<file path="config.mk">
export PLATFORM = sky130hd
export DESIGN_NAME = cat_array
export DESIGN_NICKNAME = d
export VERILOG_FILES = /design/src/hw/cat_pkg.sv /design/src/hw/cat_pin_sync.sv /design/src/hw/cat_array.sv
export VERILOG_INCLUDE_DIRS = /design/src /design/src/hw
export SDC_FILE = /design/constraint.sdc
export NUM_CORES = 1
export LEC_CHECK = 0
export BUFFER_PORTS_ARGS = -buffer_cell sky130_fd_sc_hd__buf_2
export CORE_ASPECT_RATIO = 1.5
export CORE_UTILIZATION = 38
export DETAILED_ROUTE_END_ITERATION = 6
export GPL_TIMING_DRIVEN = 1
export SLEW_MARGIN = 0
export SYNTH_ARGS = -nofsm -noshare
export SYNTH_HDL_FRONTEND = slang
export SYNTH_SLANG_ARGS = --single-unit
</file>
<file path="constraint.sdc">
create_clock -name clk -period 3.85 [get_ports clk]
set_input_delay 0.1925 -clock clk [delete_from_list [all_inputs] [get_ports clk]]
set_output_delay 0.1925 -clock clk [all_outputs]
set_load 0.02 [all_outputs]
</file>
<file path="src/hw/cat_cfg.svh">
`ifndef CAT_CFG_SVH
`define CAT_CFG_SVH
// sfr addresses of the counter array
`define CAT_ADDR_CTRL      8'hd8
`define CAT_ADDR_MODE      8'hd9
`define CAT_ADDR_CNT_LO    8'he9
`define CAT_ADDR_CNT_HI    8'hf9
`define CAT_ADDR_CPM0      8'hda
`define CAT_ADDR_CPL_BASE  8'he0
`define CAT_ADDR_CPH_BASE  8'hf0
// control register fields
`define CAT_CTRL_WRAP      7
`define CAT_CTRL_RUN       6
`define CAT_CTRL_RESET     8'h00
`define CAT_CTRL_UNUSED    5
`define CAT_CTRL_MASK      8'hdf
`define CAT_CNT_MAX        16'hffff
// mode register fields
`define CAT_MODE_IDLE      7
`define CAT_MODE_IRQ       0
`define CAT_MODE_SEL_LO    1
`define CAT_MODE_RESET     8'h00
// module mode register fields
`define CAT_CPM_COMP       6
`define CAT_CPM_MATCH      3
`define CAT_CPM_TOGGLE     2
`define CAT_CPM_IRQ        0
// timebase dividers
`define CAT_DIV12          4'hb
`define CAT_DIV4           4'h3
`define CAT_XDIV8          3'h7
`define CAT_NMOD           5
`endif

</file>
<file path="src/hw/cat_pkg.sv">
package cat_pkg;
   typedef enum logic [2:0] {
      CAT_TB_DIV12 = 3'h0,
      CAT_TB_DIV4  = 3'h1,
      CAT_TB_T0    = 3'h2,
      CAT_TB_EXT   = 3'h3,
      CAT_TB_SYS   = 3'h4,
      CAT_TB_XOSC  = 3'h5
   } cat_tb_t;

   typedef struct packed {
      logic       wr;
      logic       rd;
      logic [7:0] addr;
      logic [7:0] wdata;
   } cat_sfr_req_t;

   typedef struct packed {
      logic [2:0] sync;
      logic       lvl;
   } cat_sync_t;
endpackage

</file>
<file path="src/hw/cat_pin_sync.sv">
`timescale 1ns/1ps
module cat_pin_sync (
   input  wire logic clk,
   input  wire logic rst_n,
   input  wire logic pin,
   output logic      fall,
   output logic      rise
);
   cat_pkg::cat_sync_t s_q;
   cat_pkg::cat_sync_t s_d;

   always_comb begin
      s_d.sync = {s_q.sync[1:0], pin};
      s_d.lvl  = s_q.lvl;
      if (s_q.sync[2] == s_q.sync[1]) begin
         s_d.lvl = s_q.sync[2];
      end
   end

   always_ff @(posedge clk) begin
      if (!rst_n) begin
         s_q <= '0;
      end else begin
         s_q <= s_d;
      end
   end

   assign fall = s_q.lvl & ~s_d.lvl;
   assign rise = ~s_q.lvl & s_d.lvl;
endmodule // cat_pin_sync

</file>
<file path="src/hw/cat_array.sv">
`timescale 1ns/1ps
`include "cat_cfg.svh"
// How it works
// - low read snapshots high byte
// - byte reads never disturb counting
// - three-bit select picks count source
// - count external input falling edges
// - external oscillator synchronised before counting
// - wrap ffff to zero sets flag
// - wrap flag interrupt gated by enable
// - wrap flag cleared only by software
// - need global and array irq enables
// - idle suspend clear keeps counting
// - output toggles on every compare match
// - toggle, match, comparator enable active
// - low write clears, high sets comparator
// - per-module event flags need software clear
// - control bit five reads zero
module cat_array (
   input  wire logic                 clk,
   input  wire logic                 rst_n,
   input  wire cat_pkg::cat_sfr_req_t sfr,
   output logic [7:0]                rdata,
   input  wire logic                 cpu_idle,
   input  wire logic                 global_irq_enable,
   input  wire logic                 array_irq_enable,
   input  wire logic                 timer0_overflow,
   input  wire logic                 external_count_input,
   input  wire logic                 ext_osc,
   output logic                      irq,
   output logic [4:0]                module_output_pin
);
   typedef struct packed {
      logic [7:0]  ctrl;
      logic [7:0]  mode;
      logic [15:0] cnt;
      logic [7:0]  snap;
      logic [3:0]  div;
      logic [2:0]  xdiv;
      logic [39:0] cpm;
      logic [79:0] cmp;
      logic [4:0]  pin;
      logic [7:0]  rd;
   } cat_state_t;

   cat_state_t st_q;
   cat_state_t st_d;
   logic       ext_fall;
   logic       xosc_rise;
   logic       tick;
   logic       step;
   logic       wrap;
   logic [4:0] hit;
   logic [2:0] sel;

   function automatic logic is_cpl(input logic [7:0] a, input int m);
      return a == (`CAT_ADDR_CPL_BASE + 8'(m));
   endfunction

   function automatic logic is_cph(input logic [7:0] a, input int m);
      return a == (`CAT_ADDR_CPH_BASE + 8'(m));
   endfunction

   cat_pin_sync u_ext (
      .clk  (clk),
      .rst_n(rst_n),
      .pin  (external_count_input),
      .fall (ext_fall),
      .rise ()
   );

   cat_pin_sync u_xosc (
      .clk  (clk),
      .rst_n(rst_n),
      .pin  (ext_osc),
      .fall (),
      .rise (xosc_rise)
   );

   always_comb begin
      st_d = st_q;
      sel  = st_q.mode[`CAT_MODE_SEL_LO +: 3];
      tick = 1'b0;
      st_d.div = (st_q.div == `CAT_DIV12) ? 4'h0 : st_q.div + 4'h1;
      if (xosc_rise) begin
         st_d.xdiv = st_q.xdiv + 3'h1;
      end
      unique case (cat_pkg::cat_tb_t'(sel))
         cat_pkg::CAT_TB_DIV12: tick = (st_q.div == `CAT_DIV12);
         cat_pkg::CAT_TB_DIV4:  tick = (st_q.div[1:0] == 2'(`CAT_DIV4));
         cat_pkg::CAT_TB_T0:    tick = timer0_overflow;
         cat_pkg::CAT_TB_EXT:   tick = ext_fall;
         cat_pkg::CAT_TB_SYS:   tick = 1'b1;
         cat_pkg::CAT_TB_XOSC:  tick = xosc_rise && (st_q.xdiv == `CAT_XDIV8);
         default:               tick = 1'b0;
      endcase
      step = tick && st_q.ctrl[`CAT_CTRL_RUN] && !(st_q.mode[`CAT_MODE_IDLE] && cpu_idle);
      wrap = step && (st_q.cnt == `CAT_CNT_MAX);
      if (step) begin
         st_d.cnt = st_q.cnt + 16'h0001;
      end
      st_d.rd = 8'h00;
      if (sfr.rd) begin
         unique case (sfr.addr)
            `CAT_ADDR_CTRL:   st_d.rd = st_q.ctrl & `CAT_CTRL_MASK;
            `CAT_ADDR_MODE:   st_d.rd = st_q.mode;
            `CAT_ADDR_CNT_LO: begin
               st_d.rd   = st_q.cnt[7:0];
               st_d.snap = st_q.cnt[15:8];
            end
            `CAT_ADDR_CNT_HI: st_d.rd = st_q.snap;
            default: begin
               for (int m = 0; m < `CAT_NMOD; m++) begin
                  if (sfr.addr == `CAT_ADDR_CPM0 + 8'(m)) st_d.rd = st_q.cpm[8*m +: 8];
                  if (is_cpl(sfr.addr, m)) st_d.rd = st_q.cmp[16*m +: 8];
                  if (is_cph(sfr.addr, m)) st_d.rd = st_q.cmp[16*m+8 +: 8];
               end
            end
         endcase
      end
      if (sfr.wr) begin
         if (sfr.addr == `CAT_ADDR_CTRL) st_d.ctrl = sfr.wdata & `CAT_CTRL_MASK;
         if (sfr.addr == `CAT_ADDR_MODE) st_d.mode = sfr.wdata;
         if (sfr.addr == `CAT_ADDR_CNT_LO) st_d.cnt[7:0] = sfr.wdata;
         if (sfr.addr == `CAT_ADDR_CNT_HI) st_d.cnt[15:8] = sfr.wdata;
         for (int m = 0; m < `CAT_NMOD; m++) begin
            if (sfr.addr == `CAT_ADDR_CPM0 + 8'(m)) st_d.cpm[8*m +: 8] = sfr.wdata;
            if (is_cpl(sfr.addr, m)) begin
               st_d.cmp[16*m +: 8] = sfr.wdata;
               st_d.cpm[8*m + `CAT_CPM_COMP] = 1'b0;
            end
            if (is_cph(sfr.addr, m)) begin
               st_d.cmp[16*m+8 +: 8] = sfr.wdata;
               st_d.cpm[8*m + `CAT_CPM_COMP] = 1'b1;
            end
         end
      end
      for (int m = 0; m < `CAT_NMOD; m++) begin
         hit[m] = step && st_q.cpm[8*m + `CAT_CPM_COMP] && st_q.cpm[8*m + `CAT_CPM_MATCH]
                  && (st_d.cnt == st_q.cmp[16*m +: 16]);
         if (hit[m]) begin
            st_d.ctrl[m] = 1'b1;
            if (st_q.cpm[8*m + `CAT_CPM_TOGGLE]) begin
               st_d.pin[m] = ~st_q.pin[m];
            end
         end
      end
      if (wrap) begin
         st_d.ctrl[`CAT_CTRL_WRAP] = 1'b1;
      end
   end

   always_ff @(posedge clk) begin
      if (!rst_n) begin
         st_q      <= '0;
         st_q.ctrl <= `CAT_CTRL_RESET;
         st_q.mode <= `CAT_MODE_RESET;
      end else begin
         st_q <= st_d;
      end
   end

   logic irq_src;
   always_comb begin
      irq_src = st_q.ctrl[`CAT_CTRL_WRAP] && st_q.mode[`CAT_MODE_IRQ];
      for (int m = 0; m < `CAT_NMOD; m++) begin
         irq_src = irq_src || (st_q.ctrl[m] && st_q.cpm[8*m + `CAT_CPM_IRQ]);
      end
   end

   assign irq               = irq_src && global_irq_enable && array_irq_enable;
   assign rdata             = st_q.rd;
   assign module_output_pin = st_q.pin;
endmodule // cat_array

</file>
==> impl_metrics.env, run 1 <==
export IMPL_holdWs_ns=0.0684
export IMPL_wl_microns=57900
export IMPL_rsz0062_at_grt="false"
export IMPL_cp_start_kind="flop"
export IMPL_clkSlewWorstSetupHoldPaths_ns=0.08
export IMPL_finalCritPeriodShare=0.953
export IMPL_die_area_sq_mm=0.0309
export IMPL_drive_above_1_share=0.150
export IMPL_num_rows=77
export IMPL_ios=40
export IMPL_clock_sinks=187
export IMPL_placed_cell_area_sq_mm=0.0127
export IMPL_final_common_cell="nand2_1"
export IMPL_syn_avg_cell_area_sq_um=7.57
export IMPL_fin_worst_skew_ns=0.0132
export IMPL_pwr_share_comb=0.070
export IMPL_cts_tree="yes"
export IMPL_power_leakage_nw=4.64
export IMPL_grt_max_degree=73
export IMPL_p_sw_frac=0.267
export IMPL_drt_pass1_iter_count=7
export IMPL_nets=1619
export IMPL_ir_worst_vdd_v=0.000280
export IMPL_critPathRequiredTime_ns=4.26
export IMPL_net_switching_power_mw=1.11
export IMPL_async_flop_share=0
export IMPL_hold_viol_final=0
export IMPL_endpoint_kind="flop"
export IMPL_post_synth_top_area_cell="dfxtp_1"
export IMPL_power_total_mw=4.17
export IMPL_routabilityCongestion=1.06
export IMPL_syn_area_sq_mm=0.0115
export IMPL_worst_pin_slew_ns=0.904
export IMPL_wire_per_inst_microns=29.0
export IMPL_clkPwrFrac=0.464
export IMPL_hp_class="in2reg"
export IMPL_fin_setup_tns_ns=0
export IMPL_cts_root_buf="clkbuf_16"
export IMPL_synth_edf_count=0
export IMPL_grtUsageTotal=0.384
export IMPL_grt_pass1_vias=12300
export IMPL_worst_path_max_fanout=6
export IMPL_setup_violations_final=0
export IMPL_drv_cap=0
export IMPL_netlist_top_cells_area="dfxtp_1 (33%), a21oi_1 (7.8%), nand2_1 (7.3%)"
export IMPL_cts_buffers=17
export IMPL_viasPerCell=6.37
export IMPL_post_cts_buffers=0
export IMPL_finalMaxSlewViolations=0
export IMPL_min_period_ns=3.67
export IMPL_die_w_microns=144
export IMPL_nFillCells=3080
export IMPL_drc_errors=0
export IMPL_ys_seq_area_frac=0.326
export IMPL_yosys_warnings=0
export IMPL_insertion_delay_ns=0.48
export IMPL_area_growth_pct=16.4
export IMPL_synth_top_area_share=0.326
export IMPL_dp_cells=1963
export IMPL_die_h_microns=215
export IMPL_io_buffer_count=39
export IMPL_fin_cells=1998
export IMPL_relSlewSlack=0.393
export IMPL_fp_coreArea_sq_mm=0.0296
export IMPL_internal_power_mw=3.06
export IMPL_setup_ws_ns=0.183
export IMPL_start_util=0.388
export IMPL_fmax_ghz=0.273
export IMPL_dp_worst_setup_slack_ns=0.144
export IMPL_seqPwrFrac=0.466
export IMPL_fin_util=0.452
export IMPL_grt_overflow=0
export IMPL_detail_route_antenna_nets=0
export IMPL_first_iter_violations=1429
export IMPL_cp_arrival_ns=4.07
export IMPL_crit_type="reg2reg"
export IMPL_grt_antenna_before_repair=1
export IMPL_run_status="complete, no violations"
export IMPL_h_tree_depth=4
export IMPL_power_density_mw_per_mm2=312
export IMPL_fin_area_sq_mm=0.0134
export IMPL_yosys_cell_types_count=82
export IMPL_vias=12700
export IMPL_grt_pass1_wl_microns=83500
export IMPL_clockBufferDepth=2
export IMPL_synth_fp_nets=1548
export IMPL_post_dp_hpwl_microns=43900
export IMPL_synth_flop_cell="dfxtp_1"
export IMPL_syn_inst=1518
export IMPL_ys_seq_elements=187
export IMPL_final_cell_mix="nand2_1 (224), dfxtp_1 (187), a21oi_1 (179), buf_4 (132), nand3_1 (123)"
[area by class of cell]
type	count	area, sq um	share of cell area
Multi-Input combinational cell	1178	7140	0.534
Sequential cell	187	3740	0.280
Timing Repair Buffer	175	1260	0.0943
Tap cell	395	494	0.0370
Clock buffer	19	433	0.0324
Clock inverter	13	179	0.0134
Inverter	30	115	0.00861
Antenna cell	1	2.50	0.000187
[sequential cells by signal, indices dropped and copies added (netlist names)]
signal / flops
u_ext.s_d: 2
rdata: 8
u_xosc.s_q: 2
u_xosc.s_d: 2
st_q: 163
sel: 3
module_output_pin: 5
u_ext.s_q: 2
[routing by layer]
metal	GRT usage	wire length, microns	up-vias
li1	-	-	5666
met4	0.358	6250	0
met3	0.0675	4320	270
met2	0.604	26600	763
met1	0.433	20800	6026
met5	0	0	-
[final timing paths]
| kind | start | endpoint | slack, ns | cells after the start |
|---|---|---|---|---|
| worst min-delay path | sfr[16] | st_q[147] | 0.07 | 3 |
| worst min register to register | st_q[136] | st_q[136] | 0.44 | 1 |
| worst max-delay path | st_q[56] | module_output_pin[2] | 0.18 | 8 |
| worst max register to register | st_q[56] | module_output_pin[2] | 0.18 | 8 |
[synth_stat cells, types with 8 or more instances]
master and instances:
nand2_1 224, dfxtp_1 187, a21oi_1 179, nand3_1 123, nor2_1 108, clkbuf_1 89
xnor2_1 56, xor2_1 44, nor3_1 36, inv_1 29, o21ai_0 29, a22oi_1 27
mux2i_1 23, nand4_1 22, and2_1 18, a211oi_1 17, and3_1 16, o211ai_1 16
o22ai_1 15, a31oi_1 14, buf_4 14, a221oi_1 13, nor4_1 13, or3_1 13
buf_1 12, nand2b_1 12, o311ai_0 10, a211o_1 9, or4_1 8
[power groups by stage]
stage / combinational [mW] / clock [mW] / sequential [mW]
finish: 0.292 / 1.94 / 1.95
global route: 0.303 / 2.02 / 1.95
CTS: 0.282 / 1.94 / 1.95
detailed placement: 0.281 / 0 / 1.99
global placement: 0.281 / 0 / 1.99
floorplan: 0.157 / 0 / 1.99
[worst max-delay path, stage by stage (launching register included)]
cell and delay, ns:
dfxtp_1 0.65, xor2_1 0.13, nor4_1 0.72, a31oi_1 0.21, a2111o_1 0.37, or4b_1 0.55
or4_1 0.43, or4_1 0.40, a21oi_1 0.15
[repair_timing]
action	in CTS	in global routing
hold endpoints to repair	2	0
setup endpoints to repair	0	4
hold buffers	2	0
gates resized for setup	0	5
[logic make-up (layout without fill, tap and decap cells)]
logic type | after synthesis | in the layout | synth area share
and+or+nand+nor | 625 | 625 | 0.259
AOI/OAI and AO/OA | 419 | 419 | 0.249
DFF | 187 | 187 | 0.326
buffers and inverters | 153 | 237 | 0.0560
xor gates and xnor gates | 103 | 103 | 0.0816
muxes | 27 | 27 | 0.0240
adders and majority gates | 4 | 4 | 0.00436
other | 0 | 1 | 0
No activity file was read; power rests on OpenSTA's default activity.
==> run 2: changes to the inputs <==
--- a/config.mk
+++ b/config.mk
@@ -7,7 +7,6 @@
 export NUM_CORES = 1
 export LEC_CHECK = 0
 export BUFFER_PORTS_ARGS = -buffer_cell sky130_fd_sc_hd__buf_2
-export CORE_ASPECT_RATIO = 1.5
 export CORE_UTILIZATION = 38
 export DETAILED_ROUTE_END_ITERATION = 6
 export GPL_TIMING_DRIVEN = 1
==> impl_metrics.env, run 2 (synthesis results as in run 1) <==
export IMPL_wl_microns=55100
export IMPL_holdWs_ns=0.0243
export IMPL_critPathRequiredTime_ns=4.24
export IMPL_final_cell_mix="nand2_1 (224), dfxtp_1 (187), a21oi_1 (179), nand3_1 (123), buf_4 (117)"
export IMPL_ios=40
export IMPL_clockBufferDepth=2
export IMPL_endpoint_kind="flop"
export IMPL_vias=12800
export IMPL_fin_cells=1973
export IMPL_startpoint="st_q[155]"
export IMPL_nFillCells=3075
export IMPL_grt_overflow=0
export IMPL_wire_per_inst_microns=27.9
export IMPL_viasPerCell=6.47
export IMPL_cp_start_kind="flop"
export IMPL_largest_register_ffs=163
export IMPL_area_growth_pct=14.9
export IMPL_finalMaxSlewViolations=0
export IMPL_insertion_delay_ns=0.47
export IMPL_first_iter_violations=1917
export IMPL_finalCritPeriodShare=0.995
export IMPL_cp_cell_sequence="and3_1 -> o211ai_1 -> a2111oi_4 -> mux2i_2 -> o22a_1 -> o2111ai_1 -> or4_1 -> or4_1 -> a21oi_1"
export IMPL_die_h_microns=176
export IMPL_hold_viol_final=0
export IMPL_grt_pass1_vias=11900
export IMPL_hp_class="in2reg"
export IMPL_die_area_sq_mm=0.0309
export IMPL_fp_coreArea_sq_mm=0.0297
export IMPL_post_cts_buffers=0
export IMPL_timing_rr_start="st_q[155]"
export IMPL_relSlewSlack=0.183
export IMPL_drive_above_1_share=0.142
export IMPL_nets=1602
export IMPL_routabilityCongestion=1.06
export IMPL_grtUsageTotal=0.359
export IMPL_h_tree_depth=4
export IMPL_clkSlewWorstSetupHoldPaths_ns=0.09
export IMPL_placed_cell_area_sq_mm=0.0125
export IMPL_largest_register="st_q"
export IMPL_cp_slowest_cell="a2111oi_4"
export IMPL_grt_max_degree=62
export IMPL_endpoint="module_output_pin[2]"
export IMPL_cp_common_cell="or4_1"
export IMPL_p_sw_frac=0.254
export IMPL_seqPwrFrac=0.468
export IMPL_fmax_ghz=0.261
export IMPL_setup_ws_ns=0.0184
export IMPL_grt_antenna_before_repair=0
export IMPL_net_switching_power_mw=1.06
export IMPL_cts_tree="yes"
export IMPL_io_buffer_count=39
export IMPL_r2r_end="module_output_pin[2]"
export IMPL_crit_type="reg2reg"
export IMPL_worst_pin_slew_ns=1.22
export IMPL_drv_cap=0
export IMPL_rsz0062_at_grt="true"
export IMPL_setup_violations_final=0
export IMPL_cts_buffers=17
export IMPL_fin_area_sq_mm=0.0132
export IMPL_power_leakage_nw=4.56
export IMPL_worst_path_max_fanout=7
export IMPL_internal_power_mw=3.11
export IMPL_dp_cells=1941
export IMPL_pwr_share_comb=0.069
export IMPL_cts_root_buf="clkbuf_16"
export IMPL_num_rows=63
export IMPL_clkPwrFrac=0.463
export IMPL_power_density_mw_per_mm2=315
export IMPL_start_util=0.386
export IMPL_final_common_cell="nand2_1"
export IMPL_fin_worst_skew_ns=0.0269
export IMPL_min_period_ns=3.83
export IMPL_post_dp_hpwl_microns=41300
export IMPL_r2r_setup_slack_ns=0.02
export IMPL_grt_pass1_wl_microns=80400
export IMPL_max_stage_delay_ns=0.63
export IMPL_ir_worst_vdd_v=0.000308
export IMPL_drt_pass1_iter_count=6
export IMPL_reg2reg_depth=9
export IMPL_clock_sinks=187
export IMPL_run_status="complete, no violations"
export IMPL_diodes=0
export IMPL_die_w_microns=176
export IMPL_drc_errors=0
export IMPL_power_total_mw=4.16
export IMPL_cp_arrival_ns=4.22
export IMPL_detail_route_antenna_nets=0
export IMPL_dp_worst_setup_slack_ns=-0.375
[run 2: cell count changes in the layout (fill, tap and decap cells not counted), moves of 2 or more]
cell / previous run / this run
a2111oi_1: 3 / 1
xnor2_2: 4 / 2
clkinv_2: 0 / 2
xnor2_1: 53 / 55
a2111oi_2: 7 / 9
buf_4: 132 / 117
inv_8: 2 / 0
buf_12: 3 / 1
clkbuf_1: 2 / 0
[run 2: worst min-delay path by stage]
stage               depth (start not counted)                 start  slack [ns]            end
finish                                      3                sfr[1]        0.02       st_q[46]
global route                                3                sfr[1]        0.05       st_q[46]
CTS                                         3                sfr[1]       0.003       st_q[46]
detailed placement                          2               ext_osc        0.40  u_xosc.s_d[2]
global placement                            2  external_count_input        0.40   u_ext.s_d[2]
floorplan                                   1  external_count_input        0.32   u_ext.s_d[2]
[run 2: worst max-delay path, delay by kind of cell (launching register included)]
kind,cells,cell delay [ns]
AO/OA/AOI/OAI,5,1.30
flip-flops,1,0.57
multiplexers,1,0.49
AND/OR/NAND/NOR,3,1.38
[run 2: layout make-up]
cell class	count	area, sq um	area share
Inverter	30	115	0.00872
Clock inverter	13	189	0.0143
Clock buffer	17	425	0.0322
Timing Repair Buffer	158	1110	0.0840
Multi-Input combinational cell	1178	7130	0.540
Sequential cell	187	3740	0.284
Tap cell	390	488	0.0370
[run 2: metal layers]
metal  GRT usage  wire length (microns)  vias up
li1            -                      -     5638
met1       0.488                  22600     6115
met4       0.186                   2780        0
met5           0                      0        -
met3      0.0848                   6550      175
met2       0.525                  23200      837
[run 2: per-stage QoR]
step	TNS, ns	utilization
after detailed placement	-0.957	0.422
after floorplan	0	-
after global routing	-0.344	0.444
final	0	0.444
after global placement	-0.852	0.422
after CTS	0	0.444
[run 2: power by group through the flow]
stage | clock network, mW | logic (mW) | registers [mW]
2_1_floorplan | 0 | 0.157 | 1.99
3_3_place_gp | 0 | 0.274 | 1.99
3_5_place_dp | 0 | 0.275 | 1.99
4_1_cts | 1.95 | 0.277 | 1.95
5_1_grt | 2.02 | 0.298 | 1.95
6_report | 1.93 | 0.286 | 1.95
[run 2: repair_timing]
item	CTS	global route
gates resized for setup	3	2
hold buffers	2	0
setup endpoints to repair	7	5
hold endpoints to repair	2	0
